**src/shared/adps_pkg.sv**
```systemverilog
package adps_pkg;

  // ---------------------------------------------------------------
  // sizes
  // ---------------------------------------------------------------
  localparam int NUM_PAIRS = 6;
  localparam int NUM_CH    = 12;
  localparam int RES_W     = 10;
  localparam int WORD_W    = 16;
  localparam int APB_AW    = 8;
  localparam int APB_DW    = 32;

  // ---------------------------------------------------------------
  // register byte offsets
  // ---------------------------------------------------------------
  localparam logic [7:0] OFF_CTRL     = 8'h00;
  localparam logic [7:0] OFF_PAIR     = 8'h04;
  localparam logic [7:0] OFF_STAT     = 8'h08;
  localparam logic [7:0] OFF_VBASE    = 8'h0c;
  localparam logic [7:0] OFF_PINSEL   = 8'h10;
  localparam logic [7:0] OFF_PINDIR   = 8'h14;
  localparam logic [7:0] OFF_RES_BASE = 8'h40;
  localparam logic [7:0] OFF_RES_END  = 8'h70;

  // ---------------------------------------------------------------
  // pair control field positions
  // ---------------------------------------------------------------
  localparam int PCTL_KICK_LSB   = 0;
  localparam int PCTL_FLIGHT_LSB = 8;
  localparam int PCTL_IRQEN_LSB  = 16;
  localparam int PCTL_TRGEN_LSB  = 24;

  // ---------------------------------------------------------------
  // reset values
  // ---------------------------------------------------------------
  localparam logic [15:0]        CTRL_RST   = 16'h0000;
  localparam logic [NUM_PAIRS-1:0] PAIR_RST = 6'h00;
  localparam logic [15:0]        VBASE_RST  = 16'h0000;
  localparam logic [NUM_CH-1:0]  PINSEL_RST = 12'h000;
  localparam logic [NUM_CH-1:0]  PINDIR_RST = 12'hfff;

  // channels with their own sample-and-hold
  localparam logic [NUM_CH-1:0] DED_SH_MASK = 12'h055;

  // ---------------------------------------------------------------
  // timing, in converter clock ticks
  // ---------------------------------------------------------------
  localparam logic [1:0] SAMPLE_TICKS    = 2'h2;
  localparam int         PAIR_CONV_TICKS = 24;
  localparam logic [4:0] CH_CONV_TICKS   = 5'(PAIR_CONV_TICKS / 2);
  localparam logic       LAYOUT_INT      = 1'h0;
  localparam logic [4:0] DIV_RATIO_TBL [0:7] = '{5'h02, 5'h04, 5'h06, 5'h08,
                                                 5'h0a, 5'h0e, 5'h10, 5'h12};

  // ---------------------------------------------------------------
  // types
  // ---------------------------------------------------------------
  typedef struct packed {
    logic       en;
    logic       rsvd14;
    logic       idle_halt_sel;
    logic [1:0] rsvd12;
    logic       global_soft_kick;
    logic       rsvd9;
    logic       result_layout_sel;
    logic       first_channel_irq_en;
    logic       order;
    logic       sequential_sample_sel;
    logic [1:0] rsvd4;
    logic [2:0] conv_clock_div_sel;
  } adps_ctrl_t;

  typedef struct packed {
    logic              conv_active;
    logic [3:0]        conv_chan;
    logic [NUM_CH-1:0] sample_en;
  } adps_afe_req_t;

  typedef enum logic [2:0] {
    ST_IDLE  = 3'h1,
    ST_CONV  = 3'h2,
    ST_STORE = 3'h4
  } adps_state_t;

endpackage

```
**src/rtl/adps_result_mem.sv**
```systemverilog
`timescale 1ns/1ps
module adps_result_mem (
  input  wire logic                            ref_clk,
  input  wire logic                            wr_en,
  input  wire logic [3:0]                      wr_addr,
  input  wire logic [adps_pkg::RES_W-1:0]      wr_data,
  input  wire logic                            rd_en,
  input  wire logic [3:0]                      rd_addr,
  output logic      [adps_pkg::RES_W-1:0]      rd_data
);

  logic [adps_pkg::RES_W-1:0] mem [0:adps_pkg::NUM_CH-1];

  // no reset on contents
  always_ff @(posedge ref_clk) begin
    if (wr_en) begin
      mem[wr_addr] <= wr_data;
    end
  end

  always_ff @(posedge ref_clk) begin
    if (rd_en) begin
      rd_data <= mem[rd_addr];
    end
  end

endmodule

```
**src/rtl/adps_sequencer.sv**
```systemverilog
// Implementation choices: the APB slave port and the register addresses.
`timescale 1ns/1ps
module adps_sequencer (
  input  wire logic                          ref_clk,
  input  wire logic                          rst,
  input  wire logic                          psel,
  input  wire logic                          penable,
  input  wire logic                          pwrite,
  input  wire logic [adps_pkg::APB_AW-1:0]   paddr,
  input  wire logic [adps_pkg::APB_DW-1:0]   pwdata,
  output logic      [adps_pkg::APB_DW-1:0]   prdata,
  output logic                               pready,
  output logic                               pslverr,
  input  wire logic [adps_pkg::NUM_PAIRS-1:0] hw_trig,
  input  wire logic                          cpu_idle,
  input  wire logic [adps_pkg::RES_W-1:0]    afe_data,
  output adps_pkg::adps_afe_req_t            afe_req,
  output logic                               irq_req,
  output logic      [adps_pkg::NUM_CH-1:0]   pin_analog_en,
  output logic      [adps_pkg::NUM_CH-1:0]   pin_dir
);

  localparam int NP = adps_pkg::NUM_PAIRS;
  localparam int NC = adps_pkg::NUM_CH;

  // ---------------------------------------------------------------
  // functions
  // ---------------------------------------------------------------
  function automatic logic [2:0] lowest(input logic [NP-1:0] v);
    logic [2:0] idx;
    idx = 3'h0;
    for (int i = NP - 1; i >= 0; i--) begin
      if (v[i]) begin
        idx = 3'(i);
      end
    end
    return idx;
  endfunction

  function automatic logic is_shared(input logic [3:0] ch);
    return ~adps_pkg::DED_SH_MASK[ch];
  endfunction

  // ---------------------------------------------------------------
  // registers and state
  // ---------------------------------------------------------------
  adps_pkg::adps_ctrl_t  ctrl_r;
  adps_pkg::adps_state_t state_r;
  logic [NP-1:0]         kick_r;
  logic [NP-1:0]         flight_r;
  logic [NP-1:0]         irqen_r;
  logic [NP-1:0]         trgen_r;
  logic [NP-1:0]         done_r;
  logic [15:0]           vbase_r;
  logic [NC-1:0]         pinsel_r;
  logic [NC-1:0]         pindir_r;
  logic [NC-1:0]         smp_done_r;
  logic [NC-1:0]         cvt_done_r;
  logic [4:0]            div_cnt_r;
  logic [4:0]            conv_cnt_r;
  logic [3:0]            conv_ch_r;
  logic                  sh_busy_r;
  logic                  sh_smp_r;
  logic [1:0]            sh_cnt_r;
  logic [3:0]            sh_owner_r;
  logic [adps_pkg::RES_W-1:0] mem_q;

  logic          run;
  logic          tick;
  logic [NP-1:0] trig;
  logic [NP-1:0] ded_fin;
  logic [NP-1:0] ded_smp;
  logic [NP-1:0] bg_vec;
  logic [2:0]    act_pair;
  logic [3:0]    first_ch;
  logic [3:0]    next_ch;
  logic [3:0]    other_ch;
  logic [2:0]    bg_pair;
  logic [2:0]    irq_pair;
  logic          need_sh;
  logic          bg_go;
  logic          sh_fin;
  logic          st_store;
  logic          pair_cmpl;
  logic          first_fin;
  logic          wr;
  logic          rd_setup;
  logic          is_res;
  logic          mapped;
  logic [3:0]    res_idx;
  logic [7:0]    res_off;

  // ---------------------------------------------------------------
  // run control and converter clock
  // ---------------------------------------------------------------
  assign run = ctrl_r.en & ~(ctrl_r.idle_halt_sel & cpu_idle);

  assign tick = run &&
    (div_cnt_r == adps_pkg::DIV_RATIO_TBL[ctrl_r.conv_clock_div_sel] - 5'h01);

  always_ff @(posedge ref_clk) begin
    if (rst || !run || tick) begin
      div_cnt_r <= 5'h00;
    end else begin
      div_cnt_r <= div_cnt_r + 5'h01;
    end
  end

  // ---------------------------------------------------------------
  // triggers and dedicated sample-and-hold
  // ---------------------------------------------------------------
  genvar gp;
  generate
    for (gp = 0; gp < NP; gp++) begin : g_pair
      logic       ded_busy_r;
      logic [1:0] ded_cnt_r;

      assign trig[gp] = run & ~flight_r[gp] &
                        (kick_r[gp] | (trgen_r[gp] & (hw_trig[gp] | ctrl_r.global_soft_kick)));

      always_ff @(posedge ref_clk) begin
        if (rst || !run) begin
          ded_busy_r <= 1'h0;
          ded_cnt_r  <= 2'h0;
        end else if (trig[gp] && !is_shared(4'(2 * gp))) begin
          ded_busy_r <= 1'h1;
          ded_cnt_r  <= 2'h0;
        end else if (ded_busy_r && tick) begin
          ded_cnt_r <= ded_cnt_r + 2'h1;
          if (ded_cnt_r == adps_pkg::SAMPLE_TICKS - 2'h1) begin
            ded_busy_r <= 1'h0;
          end
        end
      end

      assign ded_smp[gp] = ded_busy_r;
      assign ded_fin[gp] = ded_busy_r && tick &&
                           (ded_cnt_r == adps_pkg::SAMPLE_TICKS - 2'h1);
      assign bg_vec[gp]  = flight_r[gp] & ~is_shared(4'(2 * gp)) &
                           ~smp_done_r[2 * gp + 1] & ~cvt_done_r[2 * gp + 1];
    end
  endgenerate

  // ---------------------------------------------------------------
  // scheduling
  // ---------------------------------------------------------------
  assign act_pair = lowest(flight_r);
  assign first_ch = {act_pair, ctrl_r.order};
  assign next_ch  = cvt_done_r[first_ch] ? {act_pair, ~ctrl_r.order} : first_ch;
  assign bg_pair  = lowest(bg_vec);

  assign need_sh = tick && (state_r == adps_pkg::ST_IDLE) && (|flight_r) &&
                   !smp_done_r[next_ch] && is_shared(next_ch) && !sh_busy_r;
  assign bg_go   = tick && !need_sh && !sh_busy_r && (|bg_vec) &&
                   (!ctrl_r.sequential_sample_sel || ctrl_r.order);
  assign sh_fin  = sh_smp_r && tick && (sh_cnt_r == adps_pkg::SAMPLE_TICKS - 2'h1);

  assign st_store  = (state_r == adps_pkg::ST_STORE);
  assign other_ch  = {conv_ch_r[3:1], ~conv_ch_r[0]};
  assign pair_cmpl = st_store && cvt_done_r[other_ch];
  assign first_fin = st_store && !cvt_done_r[other_ch];

  always_ff @(posedge ref_clk) begin
    if (rst || !run) begin
      sh_busy_r  <= 1'h0;
      sh_smp_r   <= 1'h0;
      sh_cnt_r   <= 2'h0;
      sh_owner_r <= 4'h0;
    end else if (st_store && sh_busy_r && sh_owner_r == conv_ch_r) begin
      sh_busy_r <= 1'h0;
    end else if (need_sh || bg_go) begin
      sh_busy_r  <= 1'h1;
      sh_smp_r   <= 1'h1;
      sh_cnt_r   <= 2'h0;
      sh_owner_r <= need_sh ? next_ch : {bg_pair, 1'h1};
    end else if (sh_smp_r && tick) begin
      sh_cnt_r <= sh_cnt_r + 2'h1;
      if (sh_fin) begin
        sh_smp_r <= 1'h0;
      end
    end
  end

  always_ff @(posedge ref_clk) begin
    if (rst || !run) begin
      smp_done_r <= '0;
      cvt_done_r <= '0;
    end else begin
      for (int p = 0; p < NP; p++) begin
        if (ded_fin[p]) begin
          smp_done_r[2 * p] <= 1'h1;
        end
      end
      if (sh_fin) begin
        smp_done_r[sh_owner_r] <= 1'h1;
      end
      if (first_fin) begin
        cvt_done_r[conv_ch_r] <= 1'h1;
      end
      if (pair_cmpl) begin
        smp_done_r[{conv_ch_r[3:1], 1'h0}] <= 1'h0;
        smp_done_r[{conv_ch_r[3:1], 1'h1}] <= 1'h0;
        cvt_done_r[{conv_ch_r[3:1], 1'h0}] <= 1'h0;
        cvt_done_r[{conv_ch_r[3:1], 1'h1}] <= 1'h0;
      end
    end
  end

  // ---------------------------------------------------------------
  // converter state machine
  // ---------------------------------------------------------------
  always_ff @(posedge ref_clk) begin
    if (rst || !run) begin
      state_r    <= adps_pkg::ST_IDLE;
      conv_cnt_r <= 5'h00;
      conv_ch_r  <= 4'h0;
    end else begin
      case (state_r)
        adps_pkg::ST_IDLE: begin
          if (tick && (|flight_r) && smp_done_r[next_ch]) begin
            state_r    <= adps_pkg::ST_CONV;
            conv_ch_r  <= next_ch;
            conv_cnt_r <= 5'h00;
          end
        end
        adps_pkg::ST_CONV: begin
          if (tick) begin
            conv_cnt_r <= conv_cnt_r + 5'h01;
            if (conv_cnt_r == adps_pkg::CH_CONV_TICKS - 5'h01) begin
              state_r <= adps_pkg::ST_STORE;
            end
          end
        end
        adps_pkg::ST_STORE: begin
          state_r <= adps_pkg::ST_IDLE;
        end
        default: begin
          state_r <= adps_pkg::ST_IDLE;
        end
      endcase
    end
  end

  // ---------------------------------------------------------------
  // pair control and status
  // ---------------------------------------------------------------
  assign wr       = psel & penable & pwrite;
  assign rd_setup = psel & ~penable;

  always_ff @(posedge ref_clk) begin
    if (rst) begin
      kick_r  <= adps_pkg::PAIR_RST;
      irqen_r <= adps_pkg::PAIR_RST;
      trgen_r <= adps_pkg::PAIR_RST;
    end else begin
      kick_r <= (kick_r & ~trig) |
                ((wr && paddr == adps_pkg::OFF_PAIR) ?
                 pwdata[adps_pkg::PCTL_KICK_LSB +: NP] : adps_pkg::PAIR_RST);
      if (wr && paddr == adps_pkg::OFF_PAIR) begin
        irqen_r <= pwdata[adps_pkg::PCTL_IRQEN_LSB +: NP];
        trgen_r <= pwdata[adps_pkg::PCTL_TRGEN_LSB +: NP];
      end
    end
  end

  always_ff @(posedge ref_clk) begin
    if (rst || !run) begin
      flight_r <= adps_pkg::PAIR_RST;
    end else begin
      for (int p = 0; p < NP; p++) begin
        if (trig[p]) begin
          flight_r[p] <= 1'h1;
        end else if (pair_cmpl && conv_ch_r[3:1] == 3'(p)) begin
          flight_r[p] <= 1'h0;
        end
      end
    end
  end

  always_ff @(posedge ref_clk) begin
    if (rst) begin
      done_r <= adps_pkg::PAIR_RST;
    end else begin
      for (int p = 0; p < NP; p++) begin
        if (irqen_r[p] && !done_r[p] && conv_ch_r[3:1] == 3'(p) &&
            (pair_cmpl || (first_fin && ctrl_r.first_channel_irq_en))) begin
          done_r[p] <= 1'h1;
        end else if (wr && paddr == adps_pkg::OFF_STAT && !pwdata[p]) begin
          done_r[p] <= 1'h0;
        end
      end
    end
  end

  assign irq_req  = |done_r;
  assign irq_pair = lowest(done_r);

  // ---------------------------------------------------------------
  // control, vector base and pin registers
  // ---------------------------------------------------------------
  always_ff @(posedge ref_clk) begin
    if (rst) begin
      ctrl_r <= adps_pkg::CTRL_RST;
    end else if (wr && paddr == adps_pkg::OFF_CTRL) begin
      ctrl_r        <= pwdata[15:0];
      ctrl_r.rsvd14 <= 1'h0;
      ctrl_r.rsvd12 <= 2'h0;
      ctrl_r.rsvd9  <= 1'h0;
      ctrl_r.rsvd4  <= 2'h0;
    end else if (run) begin
      ctrl_r.global_soft_kick <= 1'h0;
    end
  end

  always_ff @(posedge ref_clk) begin
    if (rst) begin
      vbase_r  <= adps_pkg::VBASE_RST;
      pinsel_r <= adps_pkg::PINSEL_RST;
      pindir_r <= adps_pkg::PINDIR_RST;
    end else if (wr) begin
      if (paddr == adps_pkg::OFF_VBASE) begin
        vbase_r <= pwdata[15:0];
      end
      if (paddr == adps_pkg::OFF_PINSEL) begin
        pinsel_r <= pwdata[NC-1:0];
      end
      if (paddr == adps_pkg::OFF_PINDIR) begin
        pindir_r <= pwdata[NC-1:0];
      end
    end
  end

  assign pin_analog_en = ~pinsel_r;
  assign pin_dir       = pindir_r;

  // ---------------------------------------------------------------
  // result buffer
  // ---------------------------------------------------------------
  assign res_off = paddr - adps_pkg::OFF_RES_BASE;
  assign res_idx = res_off[5:2];
  assign is_res  = (paddr >= adps_pkg::OFF_RES_BASE) && (paddr < adps_pkg::OFF_RES_END) &&
                   (paddr[1:0] == 2'h0);

  adps_result_mem u_mem (
    .ref_clk (ref_clk),
    .wr_en   (st_store),
    .wr_addr (conv_ch_r),
    .wr_data (afe_data),
    .rd_en   (rd_setup & is_res),
    .rd_addr (res_idx),
    .rd_data (mem_q)
  );

  // ---------------------------------------------------------------
  // bus read side
  // ---------------------------------------------------------------
  assign mapped = is_res || paddr == adps_pkg::OFF_CTRL || paddr == adps_pkg::OFF_PAIR ||
                  paddr == adps_pkg::OFF_STAT || paddr == adps_pkg::OFF_VBASE ||
                  paddr == adps_pkg::OFF_PINSEL || paddr == adps_pkg::OFF_PINDIR;

  assign pready  = 1'h1;
  assign pslverr = psel & penable & ~mapped;

  always_comb begin
    prdata = '0;
    if (is_res) begin
      if (ctrl_r.result_layout_sel == adps_pkg::LAYOUT_INT) begin
        prdata[15:0] = {6'h00, mem_q};
      end else begin
        prdata[15:0] = {mem_q, 6'h00};
      end
    end else begin
      case (paddr)
        adps_pkg::OFF_CTRL: begin
          prdata[15:0] = ctrl_r;
        end
        adps_pkg::OFF_PAIR: begin
          prdata[adps_pkg::PCTL_KICK_LSB +: NP]   = kick_r;
          prdata[adps_pkg::PCTL_FLIGHT_LSB +: NP] = flight_r;
          prdata[adps_pkg::PCTL_IRQEN_LSB +: NP]  = irqen_r;
          prdata[adps_pkg::PCTL_TRGEN_LSB +: NP]  = trgen_r;
        end
        adps_pkg::OFF_STAT: begin
          prdata[NP-1:0] = done_r;
        end
        adps_pkg::OFF_VBASE: begin
          prdata[15:0] = vbase_r + {12'h000, irq_pair, 1'h0};
        end
        adps_pkg::OFF_PINSEL: begin
          prdata[NC-1:0] = pinsel_r;
        end
        adps_pkg::OFF_PINDIR: begin
          prdata[NC-1:0] = pindir_r;
        end
        default: begin
          prdata = '0;
        end
      endcase
    end
  end

  // ---------------------------------------------------------------
  // analog front end requests
  // ---------------------------------------------------------------
  always_comb begin
    afe_req             = '0;
    afe_req.conv_active = (state_r == adps_pkg::ST_CONV);
    afe_req.conv_chan   = conv_ch_r;
    for (int p = 0; p < NP; p++) begin
      afe_req.sample_en[2 * p] = ded_smp[p];
    end
    if (sh_smp_r) begin
      afe_req.sample_en[sh_owner_r] = 1'h1;
    end
  end

endmodule

```
**config.mk**
```make
export PLATFORM = sky130hd
export DESIGN_NAME = adps_sequencer
export DESIGN_NICKNAME = d
export VERILOG_FILES = /design/src/shared/adps_pkg.sv /design/src/rtl/adps_result_mem.sv /design/src/rtl/adps_sequencer.sv
export SDC_FILE = /design/constraint.sdc
export NUM_CORES = 1
export LEC_CHECK = 0
export BUFFER_PORTS_ARGS = -buffer_cell sky130_fd_sc_hd__buf_4
export CAP_MARGIN = 20
export CORE_MARGIN = 5
export CORE_UTILIZATION = 30
export CTS_BUF_LIST = sky130_fd_sc_hd__clkbuf_2
export DETAILED_ROUTE_END_ITERATION = 8
export SYNTH_ARGS = -nofsm -noshare
export SYNTH_HDL_FRONTEND = slang
export SYNTH_SLANG_ARGS = --single-unit
```
**constraint.sdc**
```tcl
create_clock -name ref_clk -period 3.1 [get_ports ref_clk]
set_clock_uncertainty 0.2 [all_clocks]
set_input_delay 0.31 -clock ref_clk [delete_from_list [all_inputs] [get_ports ref_clk]]
set_output_delay 0.31 -clock ref_clk [all_outputs]
set_load 0.005 [all_outputs]
```
# [Yosys cells after proc, flatten, opt, wreduce, memory -nomap -nowiden]
# Memory sizes are Yosys's and may differ from the RTL's. A register that Yosys moved wholly into a read port is not among the register bits.
# Index checks and enable logic that the tools add are counted.
[classes] eq_ne=24 n_bitwise=80 order_cmp=14 muxes=115 div=0 addsub=10 shift=0 n_reduce_logical=143 n_mul=0
[op_table] cell="2-to-1 mux 12 bit" n=7
[op_table] cell="logical AND 1 bit" n=66
[op_table] cell="2-to-1 mux 1 bit" n=62
[op_table] cell="2-to-1 mux 3 bit" n=18
[op_table] cell="bitwise AND 12 bit" n=4
[op_table] cell="nonzero test 2 bit" n=24
[op_table] cell="one-hot mux 6 bit (6 select lines)" n=1
[op_table] cell="< comparator 4 x 5 -> 1 bit (second input constant)" n=7
[op_table] cell="bitwise AND 1 bit" n=33
[op_table] cell="2-to-1 mux 16 bit" n=2
[op_table] cell="inverter 12 bit" n=2
[op_table] cell="bitwise OR 12 bit" n=2
[op_table] cell="inverter 1 bit" n=21
[op_table] cell="2-to-1 mux 5 bit" n=4
[op_table] cell="one-hot mux 4 bit (5 select lines)" n=1
[op_table] cell="AND reduction 2 bit" n=10
[op_table] cell="zero test 1 bit" n=18
[op_table] cell="2-to-1 mux 6 bit" n=3
[op_table] cell="adder 16 x 4 -> 16 bit" n=1
[op_table] cell="equality test 8 x 4 -> 1 bit (second input constant)" n=2
[op_table] cell="equality test 8 x 5 -> 1 bit (second input constant)" n=2
[op_table] cell=">= comparator 4 x 1 -> 1 bit (second input constant)" n=4
[op_table] cell="2-to-1 mux 14 bit" n=1
[op_table] cell="binary-select mux 1 bit (select 4 bit)" n=3
[op_table] cell="40 further kinds" n=88
[word_totals] out_inout_bits=76 register_bits=141 latch_bits=0 ram_bits=120 rom_bits=56 in_bits=62 mem_count=3 wordCells=433
[memory_table] memory="u_mem.mem" depth=12 width=10 read_ports=1 rd_clocked_by_memory_dff=1 write_ports=1 line="adps_result_mem.sv:12" rtl="logic [adps_pkg::RES_W-1:0] mem [0:adps_pkg::NUM_CH-1];"
[memory_table] memory="(no name shown)" depth=8 width=5 read_ports=1 rd_clocked_by_memory_dff=0 write_ports=0 line="adps_sequencer.sv:99" rtl="(div_cnt_r == adps_pkg::DIV_RATIO_TBL[ctrl_r.conv_clock_div_sel] - 5'h01);"
[memory_table] memory="(no name shown)" depth=16 width=1 read_ports=1 rd_clocked_by_memory_dff=0 write_ports=0 line="adps_sequencer.sv:41" rtl="return ~adps_pkg::DED_SH_MASK[ch];"

# [Depth between registers and ports, before layout]
[logic_depth] depth_word=23 mapped_depth=15 mapped_depth_nobuf=14

# [By module]
# From an unflattened synthesis, not the netlist that was laid out.
[hier_totals] cells_unflattened=1218 hier_area_um2=12503.2
[by_module_without_submodules] module="adps_sequencer" cells_each=997 seq_area_each_um2=2822.7 instances=1 area_per_inst_um2=7609.8
[by_module_without_submodules] module="adps_result_mem" cells_each=221 seq_area_each_um2=3903.7 instances=1 area_per_inst_um2=4893.4

# [Worst setup path after synthesis]
# OpenSTA, ideal clock, no wires.
[synth_path] path_kind="register to register" start="register ctrl_r[0] (netlist bit)" end="register conv_cnt_r[3]" period_less_slack_ps=3369 stages_incl_launch_ff=14 arrival_ps=3048 setup_ps=121 n_path_buf=1 required_ps=2779 slack_ps=-269 cell_sequence="dfxtp_1 > inv_1 > ha_1 > mux2_2 > ha_1 > xor2_1 > nand2_1 > nor2_1 > and4_1 > clkbuf_1 > nand4b_1 > a2111oi_4 > nor2_1 > mux2_2"
[synth_between] elab_chain_len=11 elab_cells_between_ends=12 classes_between="add/sub: 1; eq/ne: 3; mux: 2; bitwise: 1; reduce/logical: 4; memory: 1"
[synth_lines] element="start: declaration" line="adps_sequencer.sv:47" rtl="adps_pkg::adps_ctrl_t ctrl_r;"
[synth_lines] element="start signal: assignment" line="adps_sequencer.sv:303" rtl="ctrl_r <= adps_pkg::CTRL_RST;"
[synth_lines] element="start signal: assignment" line="adps_sequencer.sv:305" rtl="ctrl_r <= pwdata[15:0];"
[synth_lines] element="inverter 3 -> 4 bit (implied by the code) *" line="adps_sequencer.sv:99"
[synth_lines] element="memory (8 x 5 bit) *"
[synth_lines] element="2-to-1 mux 5 bit (implied by the code) * (2 in a row)" line="adps_sequencer.sv:99"
[synth_lines] element="subtractor 5 x 1 -> 5 bit *" line="adps_sequencer.sv:99"
[synth_lines] element="equality test 5 bit *" line="adps_sequencer.sv:99"
[synth_lines] element="logical AND 1 bit *" line="adps_sequencer.sv:98" rtl="assign tick = run &&"
[synth_lines] element="logical AND 1 bit (2 in a row)" line="adps_sequencer.sv:220" rtl="if (tick && (|flight_r) && smp_done_r[next_ch]) begin"
[synth_lines] element="inequality test 2 x 1 -> 1 bit (no source line)"
[synth_lines] element="AND reduction 3 bit (no source line) *"
[synth_lines] element="end signal: assignment" line="adps_sequencer.sv:228" rtl="conv_cnt_r <= conv_cnt_r + 5'h01;"
[synth_lines] element="end: declaration" line="adps_sequencer.sv:60" rtl="logic [4:0] conv_cnt_r;"
# Mark *: on every way between the ends. The rest lies on a longest branch, timed or not. The select of a mux whose other input is x is not followed.
# A chain may end at the register's enable or synchronous reset.

# [Final worst setup path]
[layout_path] start="register done_r[4]" end="output port prdata[15] (netlist bit)"
[layout_between] elab_chain_len=8
[layout_lines] element="start: declaration" line="adps_sequencer.sv:53" rtl="logic [NP-1:0] done_r;"
[layout_lines] element="start signal: assignment" line="adps_sequencer.sv:282" rtl="done_r <= adps_pkg::PAIR_RST;"
[layout_lines] element="2-to-1 mux 3 bit (5 in a row)" line="adps_sequencer.sv:33" rtl="if (v[i]) begin"
[layout_lines] element="adder 16 x 4 -> 16 bit" line="adps_sequencer.sv:387" rtl="prdata[15:0] = vbase_r + {12'h000, irq_pair, 1'h0};"
[layout_lines] element="one-hot mux 2 bit (2 select lines)" line="adps_sequencer.sv:373" rtl="case (paddr)"
[layout_lines] element="2-to-1 mux 16 bit" line="adps_sequencer.sv:366" rtl="if (is_res) begin"
[layout_lines] element="end: declaration" line="adps_sequencer.sv:11" rtl="output logic [adps_pkg::APB_DW-1:0] prdata,"
# Every way passes these cells.

==> implementation parameters <==
Parameter                              Value

Status
  Result of the run    complete, but fails checks
  Violated checks    negative setup slack

Critical path
  Critical path startpoint category    flip-flop
  Cell-by-cell listing of the critical path    inv_2 -> a21oi_2 -> nor2_1 -> nor2_1 -> nor2_2 -> ha_2 -> fa_2 -> a21o_1 -> nand2b_4 -> nor2_4 -> nand3_2 -> xor2_1 -> o21ai_1 -> buf_4 -> buf_6
  Data arrival time at the worst-slack endpoint    approximately 3.1 ns
  Most frequent CP cell    sky130_fd_sc_hd__nor2_1
  Crit Path Class    reg -> out
  Largest stage delay, worst path    0.35 ns
  Endpoint class of the critical path    output pin
  Cell type group with the largest total delay on the critical path    adder cells
  Critical Path Fanout Max    3
  Count of buffer and inverter cells on the critical path    3
  Data required time of the worst path    2.59 ns
  Critical Path Slowest Stage Cell    sky130_fd_sc_hd__dfxtp_2

Logic synthesis
  Fraction of registers with async set/reset    0%
  Synthesized cell area    12400 µm²
  Number of synthesized register bits    271
  Yosys synthesis warning count    0
  Sequential area share after synthesis    54.1%
  Gate count of the mapped netlist    1194
  Synthesized area divided by synthesized cell count    approximately 10 µm²
  Most instantiated flip-flop cell in the synthesis netlist    sky130_fd_sc_hd__dfxtp_1
  Number of synthesized flops with an enable pin    130
  Count of cell types in the netlist    67

CTS
  Root Driver    sky130_fd_sc_hd__clkbuf_2
  Total clock sinks    approximately 270
  Clock transition at path regs    0.10 ns
  Buffers from clock root to sink, at most    3
  Number of buffers added by the clock tree synthesis step    73
  Clock tree from TritonCTS    done
  Clock insertion delay at the later pin of the skew report    0.84 ns
  Depth of the CTS H-tree    3

Route
  DRC    0
  Post-detailed-route count of antenna-violating nets    0
  Detail-routed net length per standard cell    18.3 µm
  Ratio of routed vias to standard cells    between 4 and 5
  Total number of vias    10500
  First-pass iteration count of the detailed router    5
  Iteration-0 DRC count of the detailed router    698
  DRT Wirelength    a little under 40000 µm

Power
  Proportion of total power due to net switching    24.8%
  Leakage power of the design    6.09 nW
  Power share of the combinational group    approximately 5.2%
  PwrDens    around 400 nW/µm²
  Net Sw Power    between 1.5 and 2 mW
  Sequential cell fraction of total power    between 50 and 60%
  Fraction of power consumed by the clock network    38.2%
  Internal power contribution    4.97 mW
  Peak supply drop    0.169 mV

Final layout
  Area grow syn2layout    33.5%
  Count of filler cells inserted in the layout    3992
  Commonest cells after routing, fill and taps aside    sky130_fd_sc_hd__buf_4 (231), sky130_fd_sc_hd__nand2_1 (186), sky130_fd_sc_hd__edfxtp_1 (130), sky130_fd_sc_hd__dfxtp_1 (129), sky130_fd_sc_hd__nor2_1 (121)
  Seq. cell area    a little under 7000 µm²
  Area of combinational cells with multiple inputs    5720 µm²
  Fraction of layout cells with a size suffix above 1    between 30 and 40%
  Net total in the final layout    1608
  Most common cell after layout, fill and taps aside    sky130_fd_sc_hd__buf_4

Global route
  Global-route wire length before repair    roughly 58000 µm
  Number of global-route vias before repair    approximately 10000
  Number of antenna violations at the first check in global routing    2
  Global routing usage summed across all routing layers    16.2%
  Remaining global-route overflow    0
  Pin count of the biggest net entering global routing    58

STA
  Clock period minus worst slack    3.65 ns
  Unrepaired setup endpoints after global routing    yes
  Period Utilization, post-route    118%
  Setup violations, final    26
  Number of pins with negative max-slew slack in the final report    0
  Endpoints failing hold    0
  Sum Neg Setup Slack    -6.18 ns
  Worst max-slew margin expressed relative to the limit    between 50% and 60%
  Measured slew at the worst slew-check pin    0.681 ns
  Worst Slack Setup Final    -0.546 ns
  Highest clock rate    274 MHz
  Worst Hold Margin    0.0877 ns

Die
  Total Die Area    45600 µm²
  Number of core rows    74
  Die outline height    roughly 210 µm
  Horizontal die dimension    approximately 210 µm
  Core Region    40900 µm²
  Initial cell density of the core    30.4%
  Count of pins on the block boundary    138

Place
  I/O Buffers    128
  GP Congestion    0.925
  Setup slack after placement    -0.281 ns
  Sum of net half-perimeters after detailed placement    27200 µm

Hold path
  HP Class    in -> reg

Run
  MaxCap Viol Count    0
[routing by layer]
metal / vias to the layer above / GRT usage (%) / wire length, µm
met5: - / 0 / 13
met2: 365 / 26.3 / 17800
met1: 5077 / 21.6 / 17000
met3: 75 / 3.58 / 2630
met4: 2 / 5.46 / 1010
li1: 5014 / - / -
[synth_stat cells, drive strengths merged (7+ instances only)]
cell,count,area share [%]
o21ai,55,2.2
clkbuf,50,1.5
xnor2,11,0.77
and3,25,1.3
nand3,26,1.0
xor2,18,1.3
o22ai,11,0.55
inv,32,0.97
nor2b,12,0.60
nand2b,7,0.41
mux4,33,6.0
a31oi,19,0.96
nor3,18,0.72
o21a,8,0.48
nor2,128,3.9
a21oi,84,3.4
ha,14,1.4
edfxtp,130,31
a211oi,12,0.97
buf,16,0.80
a21o,7,0.42
nand2,189,5.7
nand3b,17,1.0
mux2i,53,4.3
dfxtp,141,23
[sequential cells by signal (all words and copies together), names as in the netlist, 4 cells and up]
| register | count |
|---|---|
| div_cnt_r | 5 |
| done_r | 6 |
| ctrl_r | 10 |
| pinsel_r | 12 |
| g_pair.ded_busy_r | 4 |
| u_mem.rd_data | 10 |
| u_mem.mem | 120 |
| sh_owner_r | 4 |
| conv_ch_r | 4 |
| flight_r | 6 |
| irqen_r | 6 |
| smp_done_r | 12 |
| trgen_r | 6 |
| conv_cnt_r | 5 |
| g_pair.ded_cnt_r | 8 |
| vbase_r | 16 |
| kick_r | 6 |
| pin_dir | 12 |
| cvt_done_r | 12 |
[final cells by class]
type,count,share of cell area [%]
diodes,1,0.0151
clock inverters,15,0.754
multi-input cells,828,34.5
clock buffers,104,3.14
well taps,532,4.01
inverters,32,0.723
flip-flops and latches,271,40.7
repair buffers,325,16.2
[power by group through the flow]
stage | clock, mW | combinational, mW | sequential [mW]
2_1_floorplan | 0 | 0.123 | 3.83
3_3_place_gp | 0 | 0.266 | 3.82
3_5_place_dp | 0 | 0.271 | 3.82
4_1_cts | 2.64 | 0.349 | 3.74
5_1_grt | 2.83 | 0.371 | 3.74
6_report | 2.53 | 0.347 | 3.74
[final timing paths]
check,from,endpoint,slack (ns),depth (start not counted)
max reg2reg,flight_r[2]$_SDFFE_PP0P_,sh_busy_r$_SDFFE_PP0P_,-0.13,11
min,pwdata[16],irqen_r[0]$_SDFFE_PP0P_,0.09,4
min reg2reg,vbase_r[0]$_SDFFE_PP0P_,vbase_r[0]$_SDFFE_PP0P_,0.27,2
max,done_r[4]$_SDFFE_PP0P_,prdata[15],-0.55,15
[per-stage QoR]
stage / utilization (%) / cells / power (mW) / area, µm²
finish: 40.6 / 2108 / 6.61 / 16600
global route: 40.6 / 2108 / 6.94 / 16600
floorplan: - / 1197 / 3.95 / 12500
detailed placement: 35.5 / 1887 / 4.10 / 14500
global placement: 35.5 / 1887 / 4.09 / 14500
CTS: 39.9 / 2101 / 6.73 / 16300
[worst register-to-register path: cells and delay by family, from the launching register on]
| kind | cells | cell delay (ns) |
|---|---|---|
| AND/OR/NAND/NOR | 3 | 1.13 |
| AO/OA/AOI/OAI | 5 | 0.86 |
| flip-flops | 1 | 0.37 |
| buffers and inverters | 2 | 0.34 |
| multiplexers | 1 | 0.22 |
[logic make-up after synthesis]
group                      Yosys count  synth area share (%)
buffers and inverters               98                  3.28
other                                2                0.0604
muxes                               90                  10.6
and+or+nand+nor                    455                  16.6
AOI/OAI and AO/OA                  234                  11.8
adders and majority gates           15                  1.57
xor gates and xnor gates            29                  2.04
DFF                                271                  54.1
[what timing repair did]
action	CTS	global route
hold buffers	84	0
endpoints found under the setup margin	32	41
endpoints found under the hold margin	244	0
buffers inserted	11	7
resized for setup	69	49
pin swaps	21	24
Power figures use the tool's default switching activity.
